[config.mk]
export PLATFORM = sky130hd
export DESIGN_NAME = psbr_seq
export DESIGN_NICKNAME = d
export VERILOG_FILES = /design/src/inc/psbr_pkg.sv /design/src/inc/psbr_port_if.sv /design/src/core/psbr_port_fan.sv /design/src/core/psbr_seq.sv
export VERILOG_INCLUDE_DIRS = /design/src /design/src/inc
export SDC_FILE = /design/constraint.sdc
export NUM_CORES = 1
export LEC_CHECK = 0
export ABC_AREA = 1
export BUFFER_PORTS_ARGS = -buffer_cell sky130_fd_sc_hd__buf_2
export CORE_ASPECT_RATIO = 1.1
export CORE_UTILIZATION = 45
export CTS_CLUSTER_DIAMETER = 150
export CTS_CLUSTER_SIZE = 20
export DETAILED_ROUTE_END_ITERATION = 8
export PLACE_DENSITY = 0.72
export SLEW_MARGIN = 0
export SYNTH_ARGS = -nofsm -noshare
export SYNTH_HDL_FRONTEND = slang
export SYNTH_HIERARCHICAL = 1
export SYNTH_SLANG_ARGS = --single-unit
[constraint.sdc]
create_clock -name mclk -period 1.2 [get_ports mclk]
set_clock_uncertainty 0.05 [all_clocks]
set_input_delay 0.24 -clock mclk [delete_from_list [all_inputs] [get_ports mclk]]
set_output_delay 0.24 -clock mclk [all_outputs]
set_load 0.02 [all_outputs]
[src/inc/psbr_defs.svh]
// Purpose: Constants for the partition secondary bus reset sequencer.
// Assumes: Core clock mclk at 40 MHz.
// Notes: Counts are in core clock cycles.
`ifndef PSBR_DEFS_SVH
`define PSBR_DEFS_SVH
`define PSBR_NPORTS 4
`define PSBR_HOTRST_NS 2000
`define PSBR_CLK_NS 25
`define PSBR_HOTRST_CYC ((`PSBR_HOTRST_NS + `PSBR_CLK_NS - 1) / `PSBR_CLK_NS)
`define PSBR_FLUSH_CYC 8
`define PSBR_CNT_W 8
`endif

[src/inc/psbr_pkg.sv]
// Purpose: Types for the partition secondary bus reset sequencer.
// Assumes: Nothing beyond the defs header.
// Notes: Gray codes from idle through train; train back to idle flips all three bits.
package psbr_pkg;
  typedef enum logic [2:0] {
    PSBR_IDLE = 3'h0,
    PSBR_PROP = 3'h1,
    PSBR_CLEAR = 3'h3,
    PSBR_FLUSH = 3'h2,
    PSBR_HOLD = 3'h6,
    PSBR_TRAIN = 3'h7
  } psbr_state_e;
endpackage : psbr_pkg

[src/inc/psbr_port_if.sv]
// Purpose: Per-port control bundle between sequencer and port fan-out.
// Assumes: One bit per downstream port, except the shared propagate and hold commands.
// Notes: Sequencer drives commands, fan-out returns the per-port hot reset, detect and reset outputs.
interface psbr_port_if #(parameter int N = 4);
  logic [N-1:0] linkUp;
  logic [N-1:0] linkDisabled;
  logic propagate;
  logic hold;
  logic [N-1:0] sendHotReset;
  logic [N-1:0] toDetect;
  logic [N-1:0] portReset;
  modport seq (input linkUp, input linkDisabled, output propagate,
    output hold);
  modport fan (input linkUp, input linkDisabled, input propagate,
    input hold, output sendHotReset, output toDetect, output portReset);
endinterface : psbr_port_if

[src/core/psbr_port_fan.sv]
// Purpose: Turns sequencer commands into per-port link actions.
// Assumes: Link status is on the core clock.
// Notes: Outputs are registered.
module psbr_port_fan #(
  parameter int N = 4
) (
  input wire logic mclk,
  input wire logic resetn,
  psbr_port_if.fan pif
);
  logic [N-1:0] hot_q, hot_d, det_q, det_d, rst_q, rst_d;

  always_comb begin
    hot_d = '0;
    det_d = '0;
    rst_d = pif.hold ? {N{1'b1}} : '0;
    if (pif.propagate) begin
      hot_d = pif.linkUp & ~pif.linkDisabled;
      det_d = pif.linkDisabled;
    end
  end

  always_ff @(posedge mclk) begin
    if (!resetn) begin
      hot_q <= '0;
      det_q <= '0;
      rst_q <= '0;
    end else begin
      hot_q <= hot_d;
      det_q <= det_d;
      rst_q <= rst_d;
    end
  end

  assign pif.sendHotReset = hot_q;
  assign pif.toDetect = det_q;
  assign pif.portReset = rst_q;
endmodule : psbr_port_fan

[src/core/psbr_seq.sv]
// Purpose: Upstream secondary bus reset sequencer for one partition.
// Assumes: Config block gives the bridge control secondary reset bit level.
// Notes: Only bridge (Type 1) functions present the secondary reset bit.
`include "psbr_defs.svh"
module psbr_seq #(
  parameter int N = `PSBR_NPORTS,
  parameter int HOTRST_CYC = `PSBR_HOTRST_CYC,
  parameter int FLUSH_CYC = `PSBR_FLUSH_CYC
) (
  input wire logic mclk,
  input wire logic resetn,
  input wire logic isBridgeFunc,
  input wire logic secondaryResetBit,
  input wire logic linkDownHotResetDisable,
  input wire logic upDataLinkDown,
  input wire logic upHotResetTs1,
  input wire logic [N-1:0] linkUp,
  input wire logic [N-1:0] linkDisabled,
  input wire logic upLinkUpIn,
  output logic [N-1:0] sendHotReset,
  output logic [N-1:0] toDetect,
  output logic [N-1:0] portReset,
  output logic clearNonSticky,
  output logic flushQueues,
  output logic coreReset,
  output logic startTraining,
  output logic secondaryUr,
  output logic upLinkKeep,
  output logic partHotReset,
  output logic aspmIndependent,
  output psbr_pkg::psbr_state_e seqState
);
  import psbr_pkg::*;

  // Sequencer state
  psbr_state_e state_q;
  psbr_state_e state_d;
  logic [`PSBR_CNT_W-1:0] cnt_q;
  logic [`PSBR_CNT_W-1:0] cnt_d;
  logic bit_q;
  logic bit_d;

  // Output registers
  logic clr_q;
  logic clr_d;
  logic fl_q;
  logic fl_d;
  logic cr_q;
  logic cr_d;
  logic tr_q;
  logic tr_d;
  logic ur_q;
  logic ur_d;
  logic ph_q;
  logic ph_d;
  logic aspm_q;
  logic aspm_d;
  logic srBit;
  logic startPulse;
  logic linkDownTrig;

  localparam int CNT_MAX = (1 << `PSBR_CNT_W) - 1;

  // Port fan-out
  psbr_port_if #(.N(N)) pif ();

  psbr_port_fan #(.N(N)) u_fan (
    .mclk(mclk),
    .resetn(resetn),
    .pif(pif.fan)
  );

  assign srBit = secondaryResetBit & isBridgeFunc;
  // Edge on the bit; a level held high never restarts
  assign startPulse = srBit & ~bit_q;
  // Link-down trigger only; training-set trigger is never masked
  assign linkDownTrig = upDataLinkDown & ~linkDownHotResetDisable;

  // Load N-1 so a state lasts N cycles; an oversized
  // count saturates instead of wrapping short
  function automatic logic [`PSBR_CNT_W-1:0] cntOf(input int c);
    int load;
    load = (c > 0) ? c - 1 : 0;
    if (load > CNT_MAX) begin
      load = CNT_MAX;
    end
    cntOf = `PSBR_CNT_W'(load);
  endfunction : cntOf

  // Ports stay in reset from start until release
  function automatic logic holdsPorts(input psbr_state_e s);
    holdsPorts = (s != PSBR_IDLE) && (s != PSBR_TRAIN);
  endfunction : holdsPorts

  always_comb begin
    state_d = state_q;
    cnt_d = cnt_q;
    bit_d = srBit;
    clr_d = 1'b0;
    fl_d = 1'b0;
    cr_d = 1'b0;
    tr_d = 1'b0;
    ur_d = ur_q;
    ph_d = upHotResetTs1 | linkDownTrig;
    // Low-power states per port while upstream is gone and link-down hot reset is disabled
    aspm_d = upDataLinkDown & linkDownHotResetDisable;
    case (state_q)
      PSBR_IDLE: begin
        ur_d = 1'b0;
        if (startPulse) begin
          state_d = PSBR_PROP;
          cnt_d = cntOf(HOTRST_CYC);
          // Secondary-side requests refused until release
          ur_d = 1'b1;
        end
      end
      PSBR_PROP: begin
        // Hot reset goes out while counting down
        if (cnt_q == '0) begin
          state_d = PSBR_CLEAR;
        end else begin
          cnt_d = cnt_q - 1'b1;
        end
      end
      PSBR_CLEAR: begin
        // Sticky fields are kept by the register file
        clr_d = 1'b1;
        state_d = PSBR_FLUSH;
        cnt_d = cntOf(FLUSH_CYC);
      end
      PSBR_FLUSH: begin
        // Queues and core logic reset together
        fl_d = 1'b1;
        cr_d = 1'b1;
        if (cnt_q == '0) begin
          state_d = PSBR_HOLD;
        end else begin
          cnt_d = cnt_q - 1'b1;
        end
      end
      PSBR_HOLD: begin
        // An early clear of the bit is only seen here
        if (!srBit) begin
          state_d = PSBR_TRAIN;
        end
      end
      PSBR_TRAIN: begin
        // Ports leave reset and start link training
        tr_d = 1'b1;
        ur_d = 1'b0;
        state_d = PSBR_IDLE;
      end
      default: begin
        // Unused codes fall back to idle
        state_d = PSBR_IDLE;
      end
    endcase
  end

  // Register stage only; all decisions are above
  always_ff @(posedge mclk) begin
    if (!resetn) begin
      state_q <= PSBR_IDLE;
      cnt_q <= '0;
      bit_q <= 1'b0;
      clr_q <= 1'b0;
      fl_q <= 1'b0;
      cr_q <= 1'b0;
      tr_q <= 1'b0;
      ur_q <= 1'b0;
      ph_q <= 1'b0;
      aspm_q <= 1'b0;
    end else begin
      state_q <= state_d;
      cnt_q <= cnt_d;
      bit_q <= bit_d;
      clr_q <= clr_d;
      fl_q <= fl_d;
      cr_q <= cr_d;
      tr_q <= tr_d;
      ur_q <= ur_d;
      ph_q <= ph_d;
      aspm_q <= aspm_d;
    end
  end

  assign pif.linkUp = linkUp;
  assign pif.linkDisabled = linkDisabled;
  // Fan-out registers these, so ports lag the state by one
  assign pif.propagate = (state_q == PSBR_PROP);
  assign pif.hold = holdsPorts(state_q);

  assign sendHotReset = pif.sendHotReset;
  assign toDetect = pif.toDetect;
  assign portReset = pif.portReset;
  // Status outputs straight from their registers
  assign clearNonSticky = clr_q;
  assign flushQueues = fl_q;
  assign coreReset = cr_q;
  assign startTraining = tr_q;
  assign secondaryUr = ur_q;
  // Upstream link untouched by this sequence
  assign upLinkKeep = upLinkUpIn;
  assign partHotReset = ph_q;
  assign aspmIndependent = aspm_q;
  assign seqState = state_q;
endmodule : psbr_seq

Word-level counts from Yosys, hierarchy flattened
Cells that the tools add are included.
{ "word_totals": {"elab_cells": 57, "reg_bits": 30, "output_inout_bits": 23} }
{ "classes": {"eq_ne": 11, "n_bitwise": 9, "n_mux": 14, "reduce_logical": 10, "add_sub_neg": 1} }
{ "op_table": {"columns": ["op", "count"], "rows": [
  ["$pmux 8 s3", 1],
  ["$mux 8", 2],
  ["$pmux 3 s5", 1],
  ["$mux 3", 4],
  ["$logic_not 8->1", 1],
  ["$ne 2x2->1 const B", 4],
  ["$sub 8x1->8 const B", 1],
  ["$eq 3x2->1 const B", 2],
  ["$eq 3x3->1 const B", 2],
  ["$reduce_bool 3->1", 2],
  ["$and 1x1->1", 4],
  ["$and 4x4->4", 1],
  ["$mux 1", 4],
  ["$mux 4", 1],
  ["$not 4->4", 1],
  ["$reduce_and 4->1", 1],
  ["$eq 3x1->1 const B", 1],
  ["$logic_not 3->1", 1],
  ["$ne 3x3->1 const B", 1],
  ["$reduce_and 3->1", 1],
  ["$ne 2x1->1 const B", 1],
  ["$not 1->1", 2],
  ["$pmux 1 s2", 1],
  ["$reduce_and 2->1", 1],
  ["other kinds (4)", 4]
]} }

Logic depth before layout (Yosys ltp)
{ "depth": {"word_depth": 4, "depth_mapped": 9} }

Cells and area by module
Netlist, hierarchy kept.
{ "modules_own_cells": {"columns": ["mod", "n_inst", "area_per_inst_um2", "cells_each"], "rows": [
  ["psbr_seq", 1, 1022.2, 146],
  ["psbr_port_fan", 1, 276.5, 31]
]} }

Least setup slack after synthesis
OpenSTA, ideal clock, no wires.
{ "synth_timing": {"kind": "flip-flop to flip-flop", "startpoint": "register state_q[1], in the netlist seqState[1]", "endpoint": "register cnt_q[3]", "stages_incl_launch_ff": 8, "period_less_slack_ns": 1.411, "path_slack_ns": -0.211, "t_required_ns": 1.038, "setup_time_ns": 0.112, "n_path_buf": 2, "t_arrival_ns": 1.250, "path_cell_list": "dfxtp_1 > buf_6 > nor2_2 > a21oi_2 > buf_6 > nand3_1 > nor2_1 > nor2_1"} }
{ "synth_via": {"elab_chain_len": 4, "elab_cells_between_ends": 10, "classes_between": "eq/ne (5); mux (1); reduce/logical (4)"} }
{ "synth_rtl": {"columns": ["item", "line", "source"], "rows": [
  ["start, declared", "psbr_seq.sv:36", "psbr_state_e state_q;"],
  ["start signal, assigned", "psbr_seq.sv:174", "state_q <= state_d;"],
  ["$eq 3x1->1 / $eq 3x2->1 (equally long branches)", "psbr_seq.sv:107", "case (state_q)"],
  ["$reduce_or 2->1 (no line)", null, null],
  ["$ne 2x2->1 (no line) / $reduce_bool 3->1 (equally long branches)", null, null],
  ["$reduce_and 3->1 (no line)", null, null],
  ["end signal, assigned", "psbr_seq.sv:175", "cnt_q <= cnt_d;"],
  ["end, declared", "psbr_seq.sv:38", "logic [`PSBR_CNT_W-1:0] cnt_q;"]
]} }
Several ways; a longest one is shown, not always the timed one.
A chain may end at the register's enable or synchronous reset.

Worst setup path in the final report
{ "layout_timing": {"startpoint": "register cnt_q[0]", "endpoint": "register cnt_q[4]"} }
{ "layout_via": {"elab_chain_len": 3, "elab_cells_between_ends": 6, "classes_between": "add/sub (1); eq/ne (1); mux (2); reduce/logical (2)"} }
{ "layout_rtl": {"columns": ["item"], "rows": [
  ["$sub 8x1->8 / $logic_not 8->1 (equally long branches)"],
  ["$mux 8 / $ne 2x2->1 (equally long branches)"],
  ["$pmux 8 s3 / $reduce_and 3->1 (equally long branches)"]
]} }
Several ways; a longest one is shown, not always the timed one. The select of a mux whose other input is x is not followed.

==> impl_metrics.json <==
{
  "drive_gt1_frac": 0.459,
  "finalSetupViolations": 12,
  "synthArstFlopShare": 0,
  "hold_depth": 3,
  "layout_setup_ws_ns": -0.117,
  "ant_nets": 0,
  "diodes": 0,
  "synth-edff-count": 0,
  "wl_per_cell_um": 11.6,
  "clockBufferDepth": 2,
  "vias_per_cell": 4.79,
  "h-tree-depth": 1,
  "grt_use_total": 0.217,
  "grt_max_degree": 17,
  "power.total_mw": 4.51,
  "grt_overflow_total": 0,
  "syn-instance-count": 177,
  "ys_seq_elements": 27,
  "numCtsBuffers": 3,
  "final.min_clock_period_ns": 1.32,
  "whs_ns": 0.0458,
  "grt_pass1_vias": 1195,
  "cellLeakagePower_nw": 0.894,
  "endpoint_kind": "register",
  "synth_nets": 195,
  "start_util": 0.472,
  "cts-root-buf": "clkbuf_4",
  "firstDrtPassIters": 4,
  "maxCapViolCount": 0,
  "ys.flop_type": "dfxtp_1",
  "synth.avg_cell_area_um2": 7.34,
  "slowest_delay_ns": 0.37,
  "routed_wl_um": 3030,
  "cp.required_ns": 1.42,
  "hold_class": "input port to register",
  "ys_types": 25,
  "worstSetupStartpointType": "register",
  "areaGrowthSynthToFinish_pct": 39.5,
  "drt-met1-wl_um": 1360,
  "yosysWarnings": 6,
  "p_per_area_mw_per_mm2": 2490,
  "hold_viol": 0,
  "vdd_ir_drop_max_v": 0.00140,
  "layout.nets": 248,
  "fmax_mhz": 759,
  "gp_congestion": 0.841,
  "place_ws_ns": -0.0937,
  "wl_met2_um": 1530,
  "final_cell_mix": "buf_2 (32), nor2_1 (30), nand2_1 (27)",
  "dieArea_mm2": 0.00311,
  "cts_tree": "done",
  "clk_latency_ns": 0.34,
  "fin_crit_sh": 1.10,
  "syn_area_mm2": 0.00130,
  "rsz0062_at_grt": "yes",
  "crit_chain": "inv_4 > ha_4 > nand3_4 > nor2_4 > nand2_8 > nand2_4 > nand2_1 > a21oi_1",
  "dr_wl_met3_um": 115,
  "coreArea_mm2": 0.00275,
  "dp_hpwl_um": 2170,
  "failed_checks": "negative setup slack",
  "floorplan.rows": 20,
  "drt-initial-drc-count": 13,
  "grt_pass1_wl_um": 4970,
  "clk_pin_slew_worst_paths_ns": 0.16,
  "r2r_cells": 8,
  "postCtsHoldBufs": 0,
  "io_pins": 39,
  "routed.top_layer": "met4",
  "antenna_found_initial": 0,
  "worst-path-buf-inv": 1,
  "worstPathMaxFanout": 10,
  "die_h_um": 58.3,
  "vias": 1254,
  "cpLargestDelayFamily": "simple AND/OR/NAND/NOR gates",
  "cp_slowest_cell": "dfxtp_2",
  "portBuffers": 36,
  "worst_pin_slew_ns": 0.550,
  "critPathKind": "register to register",
  "mostFrequentLayoutCell": "buf_2",
  "run_status": "complete, but fails checks",
  "ys_seq_area_frac": 0.416,
  "clock-sinks": 27,
  "worst-path-stages": 8,
  "relSlewSlack": 0.633,
  "drcViolationCount": 0,
  "die_w_um": 53.2,
  "drv_slew": 0,
  "arrival_ns": 1.54
}
==> metal layers <==
metal,GRT usage,vias to the layer above
met2,0.364,32
met4,0.0827,0
met3,0.0336,5
li1,-,652
met1,0.275,565
met5,0,-
==> per-stage QoR <==
| step | setup TNS (ns) | cell area, um2 | util | std cells |
|---|---|---|---|---|
| finish | -0.914 | 1810 | 0.658 | 262 |
| global route | -1.75 | 1810 | 0.658 | 262 |
| CTS | -0.811 | 1770 | 0.643 | 260 |
| detailed placement | -0.723 | 1660 | 0.602 | 252 |
| global placement | -0.196 | 1660 | 0.602 | 252 |
| floorplan | -0.00551 | 1380 | - | 177 |
==> final timing paths <==
check | from | endpoint | slack [ns]
worst max register to register | cnt_q[0] | cnt_q[4] | -0.12
worst min-delay path | linkUp[1] | u_fan/pif.sendHotReset[1] | 0.05
worst max-delay path | cnt_q[0] | cnt_q[4] | -0.12
worst min register to register | secondaryUr | secondaryUr | 0.45
==> cells in the mapped netlist, types with 2 or more instances <==
cell | instances | area [um2]
a21oi_1 | 9 | 45.0
a21oi_2 | 2 | 17.5
buf_4 | 5 | 37.5
buf_6 | 2 | 22.5
dfxtp_1 | 27 | 541
ha_1 | 2 | 25.0
inv_1 | 23 | 86.3
inv_2 | 3 | 11.3
nand2_1 | 28 | 105
nand2_2 | 3 | 18.8
nand2_4 | 3 | 33.8
nand3_1 | 12 | 60.1
nand3_2 | 4 | 40.0
nand4_1 | 3 | 18.8
nor2_1 | 33 | 124
nor2_2 | 3 | 18.8
nor3_1 | 5 | 25.0
o21ai_0 | 3 | 15.0
==> timing repair <==
| action | 4_1_cts | 5_1_grt |
|---|---|---|
| pin swaps | 7 | 4 |
| resized for setup | 18 | 10 |
| setup buffers | 4 | 2 |
| endpoints found under the setup margin | 15 | 22 |
==> worst min-delay path, cell delays in order <==
cell,delay [ns]
buf_2,0.09
nand2_1,0.05
nor2_1,0.03
==> sequential cells by signal, indices dropped and copies added (netlist names), 3 cells and up <==
name,cells
u_fan/pif.toDetect,4
seqState,3
u_fan/pif.sendHotReset,4
cnt_q,8
==> kinds of logic after synthesis <==
family                   after synthesis  synth area share
XOR/XNOR                               1           0.00674
buffers and inverters                 34             0.124
AND/OR/NAND/NOR                       98             0.367
flip-flops                            27             0.416
adder cells (fa/ha/maj)                2            0.0193
AO/OA/AOI/OAI                         15            0.0665
==> where the power goes <==
group          switching [mW]  internal [mW]  total [mW]
logic                    1.62           1.18        2.80
clock network           0.294          0.128       0.422
registers               0.172           1.12        1.29
total                    2.09           2.42        4.51
==> final cells by class <==
class | count | area, um2
multi-input cells | 116 | 717
flip-flops and latches | 27 | 557
clock buffers | 3 | 22.5
well taps | 33 | 41.3
inverters | 26 | 103
repair buffers | 56 | 364
clock inverters | 1 | 7.51
fillers | 237 | 941
(Power assumes the default switching activity.)
